**src/hdl/astx_pkg.sv**
```systemverilog
package astx_pkg;

    // ********************************
    // Register map
    // ********************************
    localparam logic [7:0] CH7_CFG_ADDR  = 8'h24;
    localparam logic [7:0] CH8_CFG_ADDR  = 8'h25;
    localparam logic [7:0] CH7_CFG_RESET = 8'h06;
    localparam logic [7:0] CH8_CFG_RESET = 8'h07;

    // ********************************
    // Field layout
    // ********************************
    localparam int SLOT_LSB     = 0;
    localparam int SLOT_MSB     = 4;
    localparam int CH7_SRC_LSB  = 5;
    localparam int CH7_SRC_MSB  = 6;
    localparam int CH8_SRC_BIT  = 5;
    localparam int SLOT_W       = 5;
    localparam int HALF_SLOT_W  = 4;

    // Channel 7 source codes
    typedef enum logic [1:0] {
        ASTX_SRC_OFF    = 2'h0,
        ASTX_SRC_SENSOR = 2'h1,
        ASTX_SRC_ECHO   = 2'h2,
        ASTX_SRC_RSVD   = 2'h3
    } astx_src7_t;

    // Frame format
    typedef enum logic [1:0] {
        ASTX_FMT_TDM = 2'h0,
        ASTX_FMT_I2S = 2'h1,
        ASTX_FMT_LJ  = 2'h2
    } astx_fmt_t;

    // Word length fixed at the widest supported framing
    localparam int WORD_W = 32;
    localparam int HALF_W = 16;

endpackage

```
**src/hdl/astx_ch78_slot_map.sv**
```systemverilog
// Overview of operation
// - Channel 7 two-bit source, zero tri-states
// - Ch7 code one sends battery and temperature
// - Ch7 code two sends both echo references
// - Ch8 one-bit source, one sends link data
// - Ch7 slot resets to six
// - Ch8 slot resets to seven
// - Ch7 bit 7 reads zero
// - Ch8 bits 7-6 read zero
`timescale 1ns/1ps

module astx_ch78_slot_map (
    // Clock and reset
    input  wire logic                               clock,
    input  wire logic                               sys_rst,
    // Register port
    input  wire logic [7:0]                         reg_addr,
    input  wire logic                               reg_wr,
    input  wire logic [7:0]                         reg_wdata,
    output logic      [7:0]                         reg_rdata,
    // Frame engine position
    input  wire astx_pkg::astx_fmt_t                frame_format,
    input  wire logic                               slot_start,
    input  wire logic [astx_pkg::SLOT_W-1:0]        slot_index,
    input  wire logic                               right_half,
    // Channel sources
    input  wire logic [astx_pkg::HALF_W-1:0]        battery_voltage_half_word,
    input  wire logic [astx_pkg::HALF_W-1:0]        temperature_half_word,
    input  wire logic [astx_pkg::HALF_W-1:0]        echo_reference_1_half_word,
    input  wire logic [astx_pkg::HALF_W-1:0]        echo_reference_2_half_word,
    input  wire logic [astx_pkg::WORD_W-1:0]        inter_chip_link_aggregation,
    // Slot word to the serialiser
    output logic      [astx_pkg::WORD_W-1:0]        slot_word,
    output logic                                    slot_drive,
    output logic                                    sdout_oe_n
);

    // ********************************
    // Configuration registers
    // ********************************
    logic [1:0]                     ch7_src_reg;
    logic [1:0]                     ch7_src_next;
    logic [astx_pkg::SLOT_W-1:0]    ch7_slot_reg;
    logic [astx_pkg::SLOT_W-1:0]    ch7_slot_next;
    logic                           ch8_src_reg;
    logic                           ch8_src_next;
    logic [astx_pkg::SLOT_W-1:0]    ch8_slot_reg;
    logic [astx_pkg::SLOT_W-1:0]    ch8_slot_next;
    logic [astx_pkg::WORD_W-1:0]    word_reg;
    logic                           drive_reg;
    logic                           drive_next;

    // ********************************
    // Write decode
    // ********************************
    // Only the two addresses of this block are taken; the rest of the
    // map belongs to other channels and is left alone
    wire                            wr7 = reg_wr &&
                                          reg_addr == astx_pkg::CH7_CFG_ADDR;
    wire                            wr8 = reg_wr &&
                                          reg_addr == astx_pkg::CH8_CFG_ADDR;

    // Field slices of the write data; one slot slice serves both
    // channels because the slot field sits at the same place in each
    wire [1:0]                      wd_src7 =
        reg_wdata[astx_pkg::CH7_SRC_MSB:astx_pkg::CH7_SRC_LSB];
    wire                            wd_src8 =
        reg_wdata[astx_pkg::CH8_SRC_BIT];
    wire [astx_pkg::SLOT_W-1:0]     wd_slot =
        reg_wdata[astx_pkg::SLOT_MSB:astx_pkg::SLOT_LSB];

    // Ch8 top bits dropped
    // Reserved bits are never stored, so a careless write cannot leak
    // into the readback
    assign ch7_src_next  = wr7 ? wd_src7 : ch7_src_reg;
    assign ch7_slot_next = wr7 ? wd_slot : ch7_slot_reg;
    assign ch8_src_next  = wr8 ? wd_src8 : ch8_src_reg;
    assign ch8_slot_next = wr8 ? wd_slot : ch8_slot_reg;

    // ********************************
    // Register state
    // ********************************
    // Default slots sit just above the lower channels, so turning a
    // source on without moving its slot avoids those channels
    // Channel 7 source
    always_ff @(posedge clock or posedge sys_rst) begin
        if (sys_rst) begin
            ch7_src_reg <= astx_pkg::CH7_CFG_RESET[astx_pkg::CH7_SRC_MSB:
                                                   astx_pkg::CH7_SRC_LSB];
        end else begin
            ch7_src_reg <= ch7_src_next;
        end
    end

    always_ff @(posedge clock or posedge sys_rst) begin
        if (sys_rst) begin
            ch7_slot_reg <= astx_pkg::CH7_CFG_RESET[astx_pkg::SLOT_MSB:
                                                    astx_pkg::SLOT_LSB];
        end else begin
            ch7_slot_reg <= ch7_slot_next;
        end
    end

    always_ff @(posedge clock or posedge sys_rst) begin
        if (sys_rst) begin
            ch8_src_reg <= astx_pkg::CH8_CFG_RESET[astx_pkg::CH8_SRC_BIT];
        end else begin
            ch8_src_reg <= ch8_src_next;
        end
    end

    always_ff @(posedge clock or posedge sys_rst) begin
        if (sys_rst) begin
            ch8_slot_reg <= astx_pkg::CH8_CFG_RESET[astx_pkg::SLOT_MSB:
                                                    astx_pkg::SLOT_LSB];
        end else begin
            ch8_slot_reg <= ch8_slot_next;
        end
    end

    // ********************************
    // Readback
    // ********************************
    // Ch7 reserved zero
    wire [7:0] rd7 = {1'b0, ch7_src_reg, ch7_slot_reg};
    wire [7:0] rd8 = {2'h0, ch8_src_reg, ch8_slot_reg};
    assign reg_rdata = (reg_addr == astx_pkg::CH7_CFG_ADDR) ? rd7 :
                       (reg_addr == astx_pkg::CH8_CFG_ADDR) ? rd8 : 8'h00;

    // ********************************
    // Slot match
    // ********************************
    // Upper bit picks right half in two-channel formats
    wire two_ch = frame_format != astx_pkg::ASTX_FMT_TDM;
    wire [astx_pkg::SLOT_W-1:0] cur_slot = two_ch ?
        {right_half, slot_index[astx_pkg::HALF_SLOT_W-1:0]} : slot_index;

    wire hit7 = cur_slot == ch7_slot_reg;
    wire hit8 = cur_slot == ch8_slot_reg;

    // ********************************
    // Source decode
    // ********************************
    // Reserved code three behaves as off so the line is never fought over
    wire sel_sensor = ch7_src_reg == astx_pkg::ASTX_SRC_SENSOR;
    wire sel_echo   = ch7_src_reg == astx_pkg::ASTX_SRC_ECHO;
    wire on7 = sel_sensor || sel_echo;
    wire on8 = ch8_src_reg;

    // ********************************
    // Slot ownership
    // ********************************
    // A channel owns the slot only when its source is on as well.
    // Overlap with the lower channels is for software to avoid
    wire act7 = hit7 && on7;
    wire act8 = hit8 && on8;

    // ********************************
    // Source words
    // ********************************
    // Half words are packed high first, as the serialiser sends MSB first
    // Battery and temperature word
    wire [astx_pkg::WORD_W-1:0] sens_word =
        {battery_voltage_half_word, temperature_half_word};
    wire [astx_pkg::WORD_W-1:0] echo_word =
        {echo_reference_1_half_word, echo_reference_2_half_word};
    wire [astx_pkg::WORD_W-1:0] link_word = inter_chip_link_aggregation;
    wire [astx_pkg::WORD_W-1:0] ch7_word  = sel_sensor ? sens_word
                                                       : echo_word;

    // ********************************
    // Output selection
    // ********************************
    // Channel 7 wins if both claim one slot; software should avoid it.
    // An idle slot loads zero so stale samples never sit on the bus,
    // and a released slot reads as an all-zero word
    wire [astx_pkg::WORD_W-1:0] word_next = act7 ? ch7_word :
                                            act8 ? link_word : '0;
    assign drive_next = act7 || act8;

    // ********************************
    // Output stage
    // ********************************
    // Word and enable change only at a slot boundary, which gives the
    // serialiser a whole slot to shift the word out.
    // Both share one strobe so they can never disagree
    always_ff @(posedge clock or posedge sys_rst) begin
        if (sys_rst) begin
            word_reg <= '0;
        end else if (slot_start) begin
            word_reg <= word_next;
        end
    end

    // Release the line unless an enabled channel owns the slot
    // Reset leaves the line released until the first slot arrives
    always_ff @(posedge clock or posedge sys_rst) begin
        if (sys_rst) begin
            drive_reg <= 1'b0;
        end else if (slot_start) begin
            drive_reg <= drive_next;
        end
    end

    // The pin driver wants an active-low enable
    assign slot_word  = word_reg;
    assign slot_drive = drive_reg;
    assign sdout_oe_n = ~drive_reg;

endmodule

```
**config.mk**
```make
export PLATFORM = sky130hd
export DESIGN_NAME = astx_ch78_slot_map
export DESIGN_NICKNAME = d
export VERILOG_FILES = /design/src/hdl/astx_pkg.sv /design/src/hdl/astx_ch78_slot_map.sv
export SDC_FILE = /design/constraint.sdc
export NUM_CORES = 1
export LEC_CHECK = 0
export ABC_AREA = 1
export BUFFER_PORTS_ARGS = -buffer_cell sky130_fd_sc_hd__buf_2
export CORE_MARGIN = 2
export CORE_UTILIZATION = 34
export CTS_CLUSTER_SIZE = 24
export DETAILED_ROUTE_END_ITERATION = 7
export PLACE_DENSITY_LB_ADDON = 0.2
export SETUP_SLACK_MARGIN = 0.5
export SLEW_MARGIN = 5
export SYNTH_ARGS = -nofsm -noshare
export SYNTH_HDL_FRONTEND = slang
export SYNTH_SLANG_ARGS = --single-unit
```
**constraint.sdc**
```tcl
create_clock -name clock -period 1.6 [get_ports clock]
set_input_delay 0.32 -clock clock [delete_from_list [all_inputs] [get_ports clock]]
set_output_delay 0.32 -clock clock [all_outputs]
set_load 0.02 [all_outputs]
```
==> results_dict.tcl <==
set metrics [dict create \
    outcome "complete, but fails checks" \
    violations "negative setup slack" \
    hpwl_um 7090 \
    drv_cap 0 \
    setup_slack_ns -0.0711 \
    yosys.cell_types.count 29 \
    powerDensity_mw_per_mm2 544 \
    drc 0 \
    num_vias 3606 \
    hold_path.class "in -> reg" \
    rsz0062_at_grt "true" \
    finalWirelength_um 10900 \
    r2r-end "slot_word[23]$_DFFE_PP0P_" \
    synth_top_area_share_pct 34.3 \
    min_from "reg_wdata[1]" \
    wl_met1_um 4590 \
    cts_made_buffers 5 \
    gp_congestion 0.826 \
    max_stage_delay_ns 0.38 \
    synthTopCellsByArea "dfrtp_1 34%, nand3_1 17%, nand2_1 16%" \
    start_kind "register" \
    row_count 34 \
    clk_latency_ns 0.30 \
    clkPwrFrac_pct 26.0 \
    via_per_inst 5.08 \
    cellLeakagePower_nw 2.69 \
    cts_tree "done" \
    wl_met3_um 727 \
    portBuffers 163 \
    start_util_pct 34.7 \
    r2r_cells 11 \
    grt_pass1_wl_um 17600 \
    syn_nets 527 \
    drv_slew 0 \
    final_cells 710 \
    io-pin-count 166 \
    dp.cells 668 \
    timing.fmax_mhz 598 \
    die_h_um 97.8 \
    grt_antenna_before_repair 0 \
    area_growth_pct 79.1 \
    switching_power_mw 0.947 \
    hold_viol_final 0 \
    cts-htree-levels 2 \
    reg2reg_from "ch7_src_reg[1]$_DFFE_PP0P_" \
    synth_cells 402 \
    first_pass_iters 4 \
    ir_worst_vdd_mv 0.364 \
    worstSetupEndpoint "slot_word[23]$_DFFE_PP0P_" \
    die-area_mm2 0.00957 \
    post-route-min-period_ns 1.67 \
    setup_viol 38 \
    max-clock-path-buffers 2 \
    grt_usage_pct 22.4 \
    crit_chain "inv_2 > ha_4 > a21oi_2 > nand3_2 > nor2_4 > buf_8 > buf_12 > nand2_8 > nand2_2 > nand3_1 > nand2_1" \
    cts.sinks 46 \
    worst_ep_required_time_ns 1.84 \
    root_buffer "clkbuf_8" \
    syn_area_mm2 0.00299 \
    startpoint "ch7_src_reg[1]$_DFFE_PP0P_" \
    cp-end-kind "register" \
    ant_nets 0 \
    cp_max_fo 8 \
    wl_per_cell_um 15.3 \
    core_mm2 0.00864 \
    drt_iter0_markers 80 \
    postSynthAreaPerCell_um2 7.44 \
    synth-seq-cells 46 \
    clk_pin_slew_ns 0.09 \
    arrival_ns 1.91 \
    grt-ovfl-total 0 \
    rrSetupSlack_ns -0.07 \
    ys_seq_area_share_pct 38.7 \
    cpMaxStageDelayCell "dfrtp_1" \
    swShare_pct 32.5 \
    yosys.area.top_type "dfrtp_1" \
    skew_ns 0.00771 \
    num_antenna_cells 0 \
    timing.final.crit_share_pct 104 \
    final_nets 726 \
    largest_reg_flops 32 \
    drive_gt1_share_pct 57.3 \
    grt_max_degree 26 \
    yosys_warnings 0 \
    die_x_um 97.8 \
    intPower_mw 1.97 \
    seq_power_share_pct 43.2 \
    post-route-util_pct 62.1 \
    grt_pass1_vias 3542 \
    critPathKind "reg -> reg" \
    wl_met2_um 5500 \
    share_comb_of_total_power_pct 30.8 \
    highest_layer "met4" \
    finalSetupTns_ns -1.36 \
]
==> cells in the mapped netlist <==
library cell and count:
a21oi_1 2, a31oi_1 1, buf_1 2, buf_2 15, buf_4 3, buf_6 3
clkbuf_1 6, clkinv_1 1, conb_1 1, dfrtp_1 41, dfstp_2 5, ha_1 1
inv_1 23, inv_2 4, mux2i_1 32, nand2_1 124, nand2_2 4, nand3_1 99
nor2_1 3, nor2_2 3, nor2_4 1, nor4_1 2, nor4_2 1, o211ai_1 2
o21ai_0 4, o21ai_1 11, o22ai_1 6, xnor2_1 1, xor2_4 1
==> area by class of cell <==
class | count | area, um^2
clock buffer | 6 | 82.6
clock inverter | 2 | 12.5
fill | 792 | 3280
inverter | 28 | 109
multi-input combinational | 303 | 2190
sequential | 46 | 1160
tap | 108 | 135
timing repair buffer | 217 | 1680
==> power groups by stage <==
stage	Combinational (mW)	Clock (mW)	Sequential (mW)
global placement	0.700	0	1.27
CTS	0.862	0.777	1.26
finish	0.898	0.758	1.26
detailed placement	0.712	0	1.27
floorplan	0.362	0	1.30
global route	0.977	0.841	1.26
==> critical path, delay by kind of cell, from the launching register on <==
family,cells,cell delay (ns)
buf+inv,3,0.36
flops,1,0.38
simple gates,6,0.56
fa+ha+maj,1,0.20
compound gates,1,0.12
==> how the worst min path moves through the flow <==
stage / endpoint / slack [ns] / depth (start not counted)
CTS: ch8_slot_reg[1]$_DFFE_PP1P_ / 0.22 / 3
finish: ch7_slot_reg[1]$_DFFE_PP1P_ / 0.24 / 3
floorplan: ch7_slot_reg[0]$_DFFE_PP0P_ / 0.34 / 1
detailed placement: slot_word[3]$_DFFE_PP0P_ / 0.28 / 2
global placement: slot_word[3]$_DFFE_PP0P_ / 0.29 / 2
global route: ch7_src_reg[1]$_DFFE_PP0P_ / 0.23 / 3
==> through the flow <==
| stage | setup WS, ns | hold slack [ns] | power (mW) | area (um^2) |
|---|---|---|---|---|
| 6_report | -0.0711 | 0.236 | 2.91 | 5360 |
| 5_1_grt | -0.184 | 0.230 | 3.08 | 5360 |
| 4_1_cts | -0.0687 | 0.219 | 2.90 | 5100 |
| 3_5_place_dp | -0.202 | 0.281 | 1.99 | 4130 |
| 3_3_place_gp | -0.173 | 0.288 | 1.97 | 4130 |
| 2_1_floorplan | 0.0953 | 0.335 | 1.66 | 3110 |
==> routing by layer <==
layer,vias to the layer above,global-route usage [%]
li1,1736,-
met1,1713,29.2
met2,148,39.3
met3,9,4.44
met4,0,3.31
met5,-,0
==> cells in the final DEF, fill, tap and decap left out, drive strengths merged, types with 3 or more instances in the layout <==
cell type and count:
dfstp 5, clkbuf 7, nor2 7, o21ai 15, o22ai 6, mux2i 32
nor4 3, nand3 99, buf 215, dfrtp 41, inv 26, nand2 132
==> what timing repair did <==
item	CTS	global route
gates resized for setup	170	44
buffers inserted	18	8
pin swaps	75	26
cloned	6	1
hold buffers	1	0
setup endpoints to repair	87	87
endpoints found under the hold margin	3	0
==> cells by family (layout without fill, tap and decap cells) <==
family                     count (synthesis)  in the layout  share of synthesized area [%]
adders and majority gates                  1              1                          0.418
buffers and inverters                     57            253                           8.90
muxes                                     32             32                           10.7
xor gates and xnor gates                   2              2                           1.21
DFF                                       46             46                           38.7
AOI/OAI and AO/OA                         26             26                           4.81
and+or+nand+nor                          237            241                           35.2
other                                      1              1                          0.125
Power figures use the tool's default switching activity.
